<file path="config.mk">
export PLATFORM = sky130hd
export DESIGN_NAME = sei_top
export DESIGN_NICKNAME = d
export VERILOG_FILES = /design/src/logic/sei_sync.v /design/src/logic/sei_chan.v /design/src/logic/sei_top.v
export VERILOG_INCLUDE_DIRS = /design/src /design/src/logic
export SDC_FILE = /design/constraint.sdc
export NUM_CORES = 1
export LEC_CHECK = 0
export ABC_CLOCK_PERIOD_IN_PS = 7700
export BUFFER_PORTS_ARGS = -buffer_cell sky130_fd_sc_hd__buf_4
export CAP_MARGIN = 20
export CORE_MARGIN = 2
export CORE_UTILIZATION = 39
export CTS_CLUSTER_DIAMETER = 80
export CTS_CLUSTER_SIZE = 16
export DETAILED_ROUTE_END_ITERATION = 12
export PLACE_DENSITY = 0.71
export SYNTH_ARGS = -nofsm -noshare
export SYNTH_HDL_FRONTEND = slang
export SYNTH_SLANG_ARGS = --single-unit
export TNS_END_PERCENT = 30
</file>
<file path="constraint.sdc">
create_clock -name i_mclk -period 7.7 [get_ports i_mclk]
set_input_delay 1.54 -clock i_mclk [delete_from_list [all_inputs] [get_ports i_mclk]]
set_output_delay 1.54 -clock i_mclk [all_outputs]
set_load 0.005 [all_outputs]
</file>
<file path="src/logic/sei_defs.vh">
// timing and field constants for the switch event interrupt logic
`ifndef SEI_DEFS_VH
`define SEI_DEFS_VH
`define SEI_NUM_INPUTS 24
`define SEI_MODE_OFF 2'h0
`define SEI_MODE_RISE 2'h1
`define SEI_MODE_FALL 2'h2
`define SEI_MODE_BOTH 2'h3
`define SEI_SCHEME_STATIC 1'b0
`define SEI_SCHEME_DYNAMIC 1'b1
`define SEI_DEBOUNCE_RST 2'h0
`define SEI_CLK_MHZ 10
`define SEI_T_ACTIVE_US 2000
`define SEI_T_INACTIVE_US 2000
`define SEI_T_IDLE_US 2000
`define SEI_ACTIVE_CYC (`SEI_T_ACTIVE_US * `SEI_CLK_MHZ)
`define SEI_INACTIVE_CYC (`SEI_T_INACTIVE_US * `SEI_CLK_MHZ)
`define SEI_IDLE_CYC (`SEI_T_IDLE_US * `SEI_CLK_MHZ)
`endif

</file>
<file path="src/logic/sei_sync.v">
// two-flop synchroniser for pin inputs
`timescale 1ns/1ps
module sei_sync
#(
  parameter W = 1,
  parameter [W-1:0] INIT = {W{1'b0}}
)
(
  input wire i_mclk, // system clock
  input wire i_rst_n, // synchronous reset, active low
  input wire [W-1:0] i_d, // asynchronous input
  output wire [W-1:0] o_q // synchronised output
);
  reg [W-1:0] s1_r;
  reg [W-1:0] s2_r;
  always @(posedge i_mclk)
  begin
    if (!i_rst_n)
    begin
      s1_r <= INIT;
      s2_r <= INIT;
    end
    else
    begin
      s1_r <= i_d;
      s2_r <= s1_r;
    end
  end
  assign o_q = s2_r;
endmodule

</file>
<file path="src/logic/sei_chan.v">
// per-input edge qualification and debounce
`timescale 1ns/1ps
`include "sei_defs.vh"
module sei_chan
(
  input wire i_mclk, // system clock
  input wire i_rst_n, // synchronous reset, active low
  input wire i_poll, // one polling cycle done, pulse
  input wire i_first, // first polling cycle since run start
  input wire i_run, // run-control bit
  input wire i_state, // thresholded sample
  input wire [1:0] i_mode, // edge mode, 0 disables
  input wire [1:0] i_depth, // debounce depth minus one
  output reg o_event, // input change event pulse
  output wire o_status // accepted switch status
);
  reg base_r;
  reg [1:0] cnt_r;
  always @(posedge i_mclk)
  begin
    if (!i_rst_n)
    begin
      base_r <= 1'b0;
      cnt_r <= 2'h0;
      o_event <= 1'b0;
    end
    else
    begin
      o_event <= 1'b0;
      if (!i_run)
        cnt_r <= 2'h0;
      else if (i_poll)
      begin
        if (i_first)
        begin
          base_r <= i_state;
          cnt_r <= 2'h0;
        end
        else if (i_state == base_r)
          cnt_r <= 2'h0;
        else if (cnt_r == i_depth)
        begin
          base_r <= i_state;
          cnt_r <= 2'h0;
          case (i_mode)
            `SEI_MODE_RISE: o_event <= i_state;
            `SEI_MODE_FALL: o_event <= ~i_state;
            `SEI_MODE_BOTH: o_event <= 1'b1;
            default: o_event <= 1'b0;
          endcase
        end
        else
          cnt_r <= cnt_r + 2'h1;
      end
    end
  end
  assign o_status = base_r;
endmodule

</file>
<file path="src/logic/sei_top.v">
// switch event interrupt logic: event flags, alert schemes and idle time
// How it works
// - alert is open-drain active low, pulled low on any monitored event.
// - scheme bit 0 picks static alert, 1 picks dynamic toggling alert.
// - static alert stays low until chip-select rise ending a flag read.
// - flags captured at first clock rise in frame; cleared when read.
// - dynamic alert toggles low then high until the flag register is read.
// - dynamic read during low releases alert and clears flags at chip-select rise.
// - dynamic read during high clears flags and blocks re-assertion for them.
// - alert scheme is static after any reset.
// - scheme may only change while run-control is zero.
// - a flag read with pending unmasked event starts an idle interval.
// - events during idle set flags now, alert deferred until idle ends.
// - second read during idle clears flags; no alert after idle.
// - per-input event enables, all off after reset.
// - rising mode: event when new sample above, old below.
// - falling mode: event when new sample below, old above.
// - both mode: event on any change of thresholded state.
// - two-bit depth needs 1 to 4 stable polls; code 11 means four.
// - first detection cycle states become baseline regardless of debounce.
// - debounce counter cleared when run-control goes to zero.
// - debounce defaults to event on every crossing.
// - sampling and alert continue while serial side is unavailable.
`timescale 1ns/1ps
`include "sei_defs.vh"
module sei_top
#(
  parameter ACTIVE_CYC = `SEI_ACTIVE_CYC,
  parameter INACTIVE_CYC = `SEI_INACTIVE_CYC,
  parameter IDLE_CYC = `SEI_IDLE_CYC
)
(
  input wire i_mclk, // 10 MHz clock
  input wire i_rst_n, // synchronous reset, active low
  input wire i_run, // run-control bit
  input wire i_scheme_wr, // pulse: write scheme bit
  input wire i_scheme, // scheme value to write
  input wire [23:0] i_state, // thresholded samples of inputs
  input wire i_poll, // polling cycle done, pulse
  input wire [47:0] i_mode, // 2-bit edge mode per input, enables
  input wire [1:0] i_debounce_depth, // debounce depth code
  input wire i_thermal_warning, // thermal warning event pulse
  input wire i_thermal_shutdown, // thermal shutdown event pulse
  input wire i_overvoltage, // overvoltage event pulse
  input wire i_cs_n, // chip select pin, active low
  input wire i_sclk, // serial clock pin
  input wire i_rd_flags, // pulse: read command to flag register decoded
  output wire o_alert_o, // alert pin output value, always 0
  output wire o_alert_oe_n, // alert output enable, low drives low
  output reg [26:0] o_flags, // flag snapshot taken at first sclk rise
  output wire [23:0] o_status, // accepted switch states
  output wire o_scheme, // current alert scheme
  output wire o_pending // flag register non-zero
);
  localparam ST_IDLE = 4'b0001;
  localparam ST_LOW = 4'b0010;
  localparam ST_HIGH = 4'b0100;
  localparam ST_WAIT = 4'b1000;

  wire cs_n_s;
  wire sclk_s;
  wire [23:0] evt;
  reg cs_n_d_r;
  reg sclk_d_r;
  reg first_r;
  reg run_d_r;
  reg got_clk_r;
  reg read_r;
  reg scheme_r;
  reg [26:0] flags_r;
  reg [26:0] flags_nxt;
  reg [3:0] st_r;
  reg [15:0] tmr_r;
  reg idle_clr_r;
  reg [3:0] st_nxt;
  reg [15:0] tmr_nxt;
  reg idle_clr_nxt;

  sei_sync #(.W(2), .INIT(2'b10)) u_sync
  (
    .i_mclk(i_mclk),
    .i_rst_n(i_rst_n),
    .i_d({i_cs_n, i_sclk}),
    .o_q({cs_n_s, sclk_s})
  );

  genvar g;
  generate
    for (g = 0; g < `SEI_NUM_INPUTS; g = g + 1)
    begin : g_ch
      sei_chan u_ch
      (
        .i_mclk(i_mclk),
        .i_rst_n(i_rst_n),
        .i_poll(i_poll),
        .i_first(first_r),
        .i_run(i_run),
        .i_state(i_state[g]),
        .i_mode(i_mode[2*g+1:2*g]),
        .i_depth(i_debounce_depth),
        .o_event(evt[g]),
        .o_status(o_status[g])
      );
    end
  endgenerate

  wire cs_fall = cs_n_d_r & ~cs_n_s;
  wire cs_rise = ~cs_n_d_r & cs_n_s;
  wire sclk_rise = ~sclk_d_r & sclk_s;
  wire [26:0] new_evt = {i_overvoltage, i_thermal_shutdown, i_thermal_warning, evt};
  wire end_read = cs_rise & read_r;

  // frame tracking, run start, scheme register
  always @(posedge i_mclk)
  begin
    if (!i_rst_n)
    begin
      cs_n_d_r <= 1'b1;
      sclk_d_r <= 1'b0;
      first_r <= 1'b1;
      run_d_r <= 1'b0;
      got_clk_r <= 1'b0;
      read_r <= 1'b0;
      scheme_r <= `SEI_SCHEME_STATIC;
      o_flags <= 27'h000_0000;
    end
    else
    begin
      cs_n_d_r <= cs_n_s;
      sclk_d_r <= sclk_s;
      run_d_r <= i_run;
      if (i_run & ~run_d_r)
        first_r <= 1'b1;
      else if (i_poll & i_run)
        first_r <= 1'b0;
      if (i_scheme_wr & ~i_run)
        scheme_r <= i_scheme;
      if (cs_fall)
        got_clk_r <= 1'b0;
      else if (sclk_rise & ~cs_n_s & ~got_clk_r)
      begin
        got_clk_r <= 1'b1;
        o_flags <= flags_r;
      end
      if (cs_fall | cs_rise)
        read_r <= 1'b0;
      else if (i_rd_flags & ~cs_n_s)
        read_r <= 1'b1;
    end
  end

  // flag register: new events win over clear; read inside idle clears at once
  always @*
  begin
    flags_nxt = flags_r;
    if (end_read | (i_rd_flags & (st_r == ST_WAIT)))
      flags_nxt = 27'h000_0000;
    flags_nxt = flags_nxt | new_evt;
  end

  // alert sequencer
  always @*
  begin
    st_nxt = st_r;
    tmr_nxt = tmr_r;
    idle_clr_nxt = idle_clr_r;
    case (st_r)
      ST_IDLE:
      begin
        if ((flags_nxt != 27'h000_0000) && (flags_r != 27'h000_0000))
        begin
          st_nxt = ST_LOW;
          tmr_nxt = 16'h0000;
        end
      end
      ST_LOW:
      begin
        tmr_nxt = tmr_r + 16'h0001;
        if (end_read)
        begin
          st_nxt = ST_WAIT;
          tmr_nxt = 16'h0000;
          idle_clr_nxt = 1'b0;
        end
        else if (scheme_r && tmr_r == ACTIVE_CYC[15:0] - 16'h0001)
        begin
          st_nxt = ST_HIGH;
          tmr_nxt = 16'h0000;
        end
      end
      ST_HIGH:
      begin
        tmr_nxt = tmr_r + 16'h0001;
        if (end_read)
        begin
          st_nxt = ST_WAIT;
          tmr_nxt = 16'h0000;
          idle_clr_nxt = 1'b0;
        end
        else if (tmr_r == INACTIVE_CYC[15:0] - 16'h0001)
        begin
          st_nxt = ST_LOW;
          tmr_nxt = 16'h0000;
        end
      end
      ST_WAIT:
      begin
        tmr_nxt = tmr_r + 16'h0001;
        if (i_rd_flags)
          idle_clr_nxt = 1'b1;
        else if (new_evt != 27'h000_0000)
          idle_clr_nxt = 1'b0;
        if (tmr_r == IDLE_CYC[15:0] - 16'h0001)
        begin
          tmr_nxt = 16'h0000;
          // a read in the last idle cycle must still suppress the alert
          if (!idle_clr_nxt && flags_nxt != 27'h000_0000)
            st_nxt = ST_LOW;
          else
            st_nxt = ST_IDLE;
        end
      end
      default:
      begin
        st_nxt = ST_IDLE;
        tmr_nxt = 16'h0000;
      end
    endcase
  end

  always @(posedge i_mclk)
  begin
    if (!i_rst_n)
    begin
      flags_r <= 27'h000_0000;
      st_r <= ST_IDLE;
      tmr_r <= 16'h0000;
      idle_clr_r <= 1'b0;
    end
    else
    begin
      flags_r <= flags_nxt;
      st_r <= st_nxt;
      tmr_r <= tmr_nxt;
      idle_clr_r <= idle_clr_nxt;
    end
  end

  assign o_alert_o = 1'b0;
  assign o_alert_oe_n = ~(st_r == ST_LOW);
  assign o_scheme = scheme_r;
  assign o_pending = (flags_r != 27'h000_0000);
endmodule

</file>
==> summary.txt, run 1 <==
Worst setup path
  – CP Capture Type: register
  – Crit path launch: i_poll
  – Critical Path Most Common Cell: buf_4
  – CP delay by family, top: simple AND/OR/NAND/NOR gates
  – Worst path slowest cell: nor3_2
  – Crit-path cells: buf_4, nand2_1, nor3_2, buf_4, nand3_1, nor2_1
  – CP max stage delay: 650 ps
  – Worst r2r src: cs_n_d_r$_SDFF_PN1_
  – Worst R2R End: tmr_r[3]$_SDFFE_PN0P_
  – Startpoint types: input port
  – WS Path Type: in -> reg
  – CP Data Required Time: 8070 ps
  – Critical Path AT: 3820 ps
  – Worst reg-to-reg setup slack: 4890 ps
  – Worst path buffer plus inverter count: 2
  – Crit-path max FO: 51
  – R2R cell count: 11

Logic synthesis
  – Count of cell types in the netlist: 51
  – Synth Area in Compound Gates: 13.7%
  – Main combinational cell family by area after synthesis: simple AND/OR/NAND/NOR gates
  – Simple-gate area share of the yosys netlist: 24.9%
  – #FFs+latches synth: 182
  – Ys flop type: dfxtp_1
  – Avg Inst Size Synth: 8.22 sq um
  – Register area share after synthesis: 43.2%
  – Async S/R FF share, synth: 0%
  – Synth Cell Area: 0.00844 sq mm
  – Mux contribution to synthesized area: 4.76%
  – Synthesized instance count: 1026
  – Yosys warnings: 0
  – Synth Area in Adders: 0.445%
  – Synth Area in XOR/XNOR: 7.89%
  – Post-synth EDFFs: 0
  – Syn nets: 1115

CTS
  – Post-CTS sizing: 0
  – CTS Root Cell: clkbuf_16
  – H-tree depth: 4
  – CTS max path bufs: 2
  – Clk pin slew, worst setup/hold paths: 70 ps
  – CTS tree: done
  – Worst skew pair latency: 430 ps
  – CTS Buf Count: 17
  – Clk sinks: 182
  – Hold buffer count at CTS: 0
  – Post-CTS setup buffer count: 0

Layout
  – Commonest cells after routing, fill and taps aside: dfxtp_1, buf_4, nor2_1, a21oi_1, nand2_1
  – Layout net count: 1202
  – Layout cells sized above 1: 16.7%
  – Filler Cells Inserted: 2062
  – Layout area overhead: 19.8%
  – Most common cell after layout, fill and taps aside: dfxtp_1
  – Antenna cells: 0

Drt
  – Routed wire per std cell: 15.4 microns
  – Starting DRT DRC Count: 442
  – DRC viols: 0
  – DRT Pass-1 Iters: 5
  – Routed WL: 21.6 mm
  – Via density: 5.30
  – Via count: 7425
  – Antenna-violating nets left: 0

Timing
  – Final Hold Viols: 0
  – Final period util: 44.8%
  – RSZ-0062 raised after global routing: no
  – Measured slew at the worst slew-check pin: 1060 ps
  – Max Clock Skew: 10.6 ps
  – Relative slew slack: 29.2%
  – Final Slew Violations: 0
  – Setup violators final: 0
  – Fin crit period: 3450 ps
  – Setup_tns: 0 ps
  – Max Clk Rate: 0.290 GHz

Global route
  – Global Route met2 Usage: 31.5%
  – Overall routing resource usage: 18.9%
  – Antenna violations before repair: 0
  – Gr ovfl total: 0
  – Vias in the first global route: 6779
  – M1 GR Usage: 24.8%
  – Met3 Usage GRT: 3.43%
  – Busiest grt layer: met2
  – Largest net degree at the start of global routing: 91
  – First-pass GRT wire length: 34.0 mm

Placement
  – DP HPWL: 15.0 mm
  – GPL Wtd Cong: 0.876
  – Port-buffer cells: 139

Power and ir drop
  – VDD IR max: 0.105 mV
  – Power Dens Cells: 212 mW/mm^2
  – Logic gate share of total power: 11.5%
  – Switch share: 24.3%
  – Pint: 1.62 mW
  – Leak pwr: 3.93 nW
  – Total chip power: 2.14 mW
  – Sequential power share: 46.3%
  – P_sw: 521 uW
  – Clock Power Share: 42.2%

Floorplanning
  – Die Width: 151 microns
  – # rows: 53
  – Core ar.: 0.0212 sq mm
  – I/O Pins: 141
  – Die area: 0.0228 sq mm
  – Initial Util: 39.9%
  – Die height: 151 microns

Flow run
  – Max-Cap Viols: 0

Worst hold path
  – Min-delay worst type: reg -> reg
  – Hold path startpoint: u_sync.s1_r[1]$_SDFF_PN1_
  – Hold Path Depth: 1
  – Hold endpoint: u_sync.o_q[1]$_SDFF_PN1_

Outcome
  – Status: finished clean
==> per-stage QoR <==
step	setup WS, ps	std cells	util [%]	cell area [sq um]	hold WS (ps)
detailed placement	3810	1369	44.9	9500	416
CTS	4250	1401	47.8	10100	426
finish	4250	1401	47.8	10100	417
global placement	3750	1368	44.9	9490	427
global route	3990	1401	47.8	10100	434
floorplan	4450	1026	-	8440	386
==> how the worst max path moves through the flow <==
stage | slack [ps] | depth (start not counted) | to
detailed placement | 3810 | 6 | g_ch[15].u_ch.o_event$_SDFF_PP0_
CTS | 4250 | 6 | g_ch[15].u_ch.o_event$_SDFF_PP0_
global placement | 3750 | 8 | tmr_r[3]$_SDFFE_PN0P_
floorplan | 4450 | 7 | tmr_r[0]$_SDFFE_PN0P_
global route | 3990 | 6 | g_ch[15].u_ch.o_event$_SDFF_PP0_
finish | 4250 | 6 | g_ch[15].u_ch.o_event$_SDFF_PP0_
==> state kept, by name, indices dropped and copies added (netlist names) <==
| name | count |
|---|---|
| cs_n_d_r | 1 |
| first_r | 1 |
| flags_r | 27 |
| g_ch.u_ch.cnt_r | 48 |
| g_ch.u_ch.o_event | 24 |
| g_ch.u_ch.o_status | 24 |
| got_clk_r | 1 |
| idle_clr_r | 1 |
| o_flags | 27 |
| o_scheme | 1 |
| read_r | 1 |
| run_d_r | 1 |
| sclk_d_r | 1 |
| st_r | 4 |
| tmr_r | 16 |
| u_sync.o_q | 2 |
| u_sync.s1_r | 2 |
==> cell type report <==
| type | instances | area [sq um] | area share, % |
|---|---|---|---|
| multi-input combinational | 757 | 4380 | 43.3 |
| sequential | 182 | 3640 | 36.1 |
| timing repair buffer | 146 | 1100 | 10.8 |
| clock buffer | 23 | 458 | 4.53 |
| tap | 275 | 344 | 3.41 |
| clock inverter | 9 | 150 | 1.49 |
| inverter | 9 | 33.8 | 0.334 |
==> power groups by stage <==
stage / sequential [mW] / clock (mW) / combinational (mW)
floorplan: 0.992 / 0 / 0.177
global placement: 1.01 / 0 / 0.240
detailed placement: 1.01 / 0 / 0.244
CTS: 0.992 / 0.921 / 0.246
global route: 0.996 / 0.956 / 0.273
finish: 0.993 / 0.904 / 0.246
==> Yosys cell counts (16+ instances only) <==
| cell type | n | share of area (%) |
|---|---|---|
| a21oi_1 | 106 | 6.3 |
| and3_1 | 16 | 1.2 |
| buf_4 | 25 | 2.2 |
| clkbuf_1 | 47 | 2.1 |
| dfxtp_1 | 182 | 43 |
| mux2i_1 | 39 | 4.6 |
| nand2_1 | 103 | 4.6 |
| nand3_1 | 16 | 0.95 |
| nand3b_1 | 17 | 1.5 |
| nor2_1 | 132 | 5.9 |
| nor2b_1 | 17 | 1.3 |
| nor3_1 | 32 | 1.9 |
| nor4_1 | 37 | 2.7 |
| o21ai_0 | 76 | 4.5 |
| xnor2_1 | 42 | 4.4 |
| xor2_1 | 34 | 3.5 |
==> routing by layer <==
metal / part of all wire [%] / vias up
li1: - / 3722
met1: 46 / 3493
met2: 48 / 181
met3: 4.2 / 29
met4: 1.7 / 0
met5: 0 / -
==> kinds of logic after synthesis <==
| group | after synthesis |
|---|---|
| xor+xnor | 76 |
| mux | 40 |
| compound gates | 214 |
| flops | 182 |
| fa+ha+maj | 3 |
| other cells | 1 |
| simple gates | 423 |
| buf+inv | 87 |
Note: power is estimated with default switching activity, not from simulation.
==> run 2: changes to the inputs <==
ABC_CLOCK_PERIOD_IN_PS = 3450   (was 7700)
clock period = 3.45 ns   (was 7.7 ns; I/O delays follow)
==> run 2 against run 1 <==
Net effect:
- non-clock buffer count rose by 5
- sequential cell count stayed put
- sequential share of layout area decreased by 0.054 points
- clock skew is 2.3 ps lower
- critical path type is now reg -> reg
==> summary.txt, run 2 (synthesis results as in run 1) <==
Outcome
  – Status: finished clean

Placement
  – Place WS: 861 ps (-2950 ps)
  – Port-buffer cells: 139 (unchanged)
  – GPL Wtd Cong: 0.893 (+2.0%)
  – DP HPWL: 15.6 mm (+3.7%)
  – Dpl cells: 1374 (+0.37%)
  – DP Area: 0.00953 sq mm (+0.40%)

Worst setup path
  – CP Capture Type: register
  – CP max stage delay: 430 ps (-220 ps)
  – Worst R2R End: st_r[2]$_SDFFE_PN0P_
  – Crit-path max FO: 28 (-45%)
  – Worst path slowest cell: or4_1
  – R2R cell count: 10 (-1)
  – Crit path launch: cs_n_d_r$_SDFF_PN1_
  – Worst r2r src: cs_n_d_r$_SDFF_PN1_
  – WS Path Type: reg -> reg
  – Critical Path Most Common Cell: buf_4
  – CP delay by family, top: simple AND/OR/NAND/NOR gates
  – Critical Path AT: 2940 ps (-880 ps)
  – Worst path buffer plus inverter count: 3 (+1)
  – Crit-path cells: inv_1, ha_1, and2_0, a21oi_2, buf_4, nor4_1, buf_4, or2_2, or4_1, a21oi_1
  – Worst reg-to-reg setup slack: 880 ps (-4010 ps)
  – Startpoint types: register
  – CP Data Required Time: 3820 ps (-4250 ps)

Layout
  – Top Registers: g_ch.u_ch.cnt_r x48, flags_r x27, o_flags x27
  – Multi-input logic area: 0.00438 sq mm (unchanged)
  – Post-Layout Cell Count: 1406 (+0.36%)
  – Commonest cells after routing, fill and taps aside: dfxtp_1, buf_4, nor2_1, a21oi_1, nand2_1
  – Antenna cells: 0 (unchanged)
  – Biggest register: g_ch.u_ch.cnt_r
  – Filler Cells Inserted: 2045 (-0.82%)
  – Final core occ: 47.8% (+0.071 points)
  – Layout area overhead: 19.9%
  – Design Area, Final: 0.0101 sq mm (+0.15%)
  – Layout cells sized above 1: 17.5% (+0.81 points)
  – Most common cell after layout, fill and taps aside: dfxtp_1
  – Layout net count: 1207 (+0.42%)
  – Max reg flops: 48 (unchanged)
  – Register area: 0.00364 sq mm (unchanged)

CTS
  – CTS max path bufs: 2 (unchanged)
  – Clk sinks: 182 (unchanged)
  – CTS tree: done
  – H-tree depth: 4 (unchanged)
  – Clk pin slew, worst setup/hold paths: 70 ps (about the same)
  – Worst skew pair latency: 430 ps (about the same)
  – CTS Buf Count: 17 (unchanged)
  – CTS Root Cell: clkbuf_16
  – Post-CTS setup buffer count: 0 (unchanged)
  – Hold buffer count at CTS: 0 (unchanged)
  – Post-CTS sizing: 0 (unchanged)

Timing
  – Max Clock Skew: 8.35 ps (-2.25 ps)
  – Relative slew slack: 33.4% (+4.2 points)
  – Fin crit period: 2570 ps
  – PnR worst setup slack: 878 ps (-3370 ps)
  – Final Slew Violations: 0 (unchanged)
  – Final period util: 74.6%
  – Measured slew at the worst slew-check pin: 995 ps (-66.9 ps)
  – RSZ-0062 raised after global routing: no
  – Final Hold Viols: 0 (unchanged)
  – Setup violators final: 0 (unchanged)
  – Hold_ws: 428 ps (+11.2 ps)
  – Setup_tns: 0 ps (unchanged)
  – Max Clk Rate: 0.389 GHz

Power and ir drop
  – Leak pwr: 3.95 nW (+0.41%)
  – Power Dens Cells: 465 mW/mm^2 (+120%)
  – Total chip power: 4.70 mW (+120%)
  – VDD IR max: 0.355 mV (+240%)

Floorplanning
  – # rows: 53 (unchanged)
  – Die area: 0.0228 sq mm (unchanged)
  – Die height: 151 microns (unchanged)
  – Die Width: 151 microns (unchanged)
  – Core ar.: 0.0212 sq mm (unchanged)
  – I/O Pins: 141 (unchanged)
  – Initial Util: 39.9% (unchanged)

Drt
  – DRT Pass-1 Iters: 5 (unchanged)
  – Via count: 7493 (+0.92%)
  – DRC viols: 0 (unchanged)
  – Routed WL: 22.0 mm (+2.1%)
  – Via density: 5.33 (+0.56%)
  – Starting DRT DRC Count: 419 (-5.2%)
  – Routed wire per std cell: 15.7 microns (+1.7%)
  – Antenna-violating nets left: 0 (unchanged)

Flow run
  – Max-Cap Viols: 0 (unchanged)

Global route
  – Largest net degree at the start of global routing: 50 (-45%)
  – Overall routing resource usage: 19.5% (+0.64 points)
  – Gr ovfl total: 0 (unchanged)
  – Antenna violations before repair: 0 (unchanged)
  – First-pass GRT wire length: 35.4 mm (+4.0%)
  – Vias in the first global route: 7124 (+5.1%)

Worst hold path
  – Min-delay worst type: reg -> reg
  – Hold path startpoint: u_sync.s1_r[1]$_SDFF_PN1_
  – Hold Path Depth: 1 (unchanged)
  – Hold endpoint: u_sync.o_q[1]$_SDFF_PN1_
==> run 2: cell count changes in the layout (fill, tap and decap cells not counted), sizes merged <==
cell / before / now
inv: 8 / 17
clkbuf: 23 / 17
buf: 146 / 151
bufinv: 4 / 1
==> run 2: worst max path at each step <==
stage                     slack (ps)                                  end  cells past startpoint
after floorplan                  980                tmr_r[0]$_SDFFE_PN0P_                     10
after global placement           920  g_ch[11].u_ch.o_status$_SDFFE_PN0P_                      5
after detailed placement         860  g_ch[11].u_ch.o_status$_SDFFE_PN0P_                      5
after CTS                        860                            o_pending                      5
after global routing             630                tmr_r[3]$_SDFFE_PN0P_                      9
final                            880                 st_r[2]$_SDFFE_PN0P_                     10
==> run 2: final cells by class <==
| cell class | count | area share [%] |
|---|---|---|
| clock buffer | 17 | 4.20 |
| multi-input combinational | 757 | 43.3 |
| timing repair buffer | 151 | 11.2 |
| clock inverter | 15 | 1.58 |
| tap | 275 | 3.40 |
| sequential | 182 | 36.0 |
| inverter | 9 | 0.334 |
==> run 2: metal layers <==
metal	GRT usage [%]	up-vias	routed length [microns]
met3	3.13	38	1020
li1	-	3750	-
met4	7.85	0	563
met1	25.6	3497	9980
met5	0	-	0
met2	32.2	208	10500
==> run 2: power breakdown <==
part	switching [mW]	total, mW	internal (mW)
clock	0.913	1.94	1.03
sequential	0.0658	2.20	2.14
combinational	0.303	0.558	0.254
total	1.28	4.70	3.42
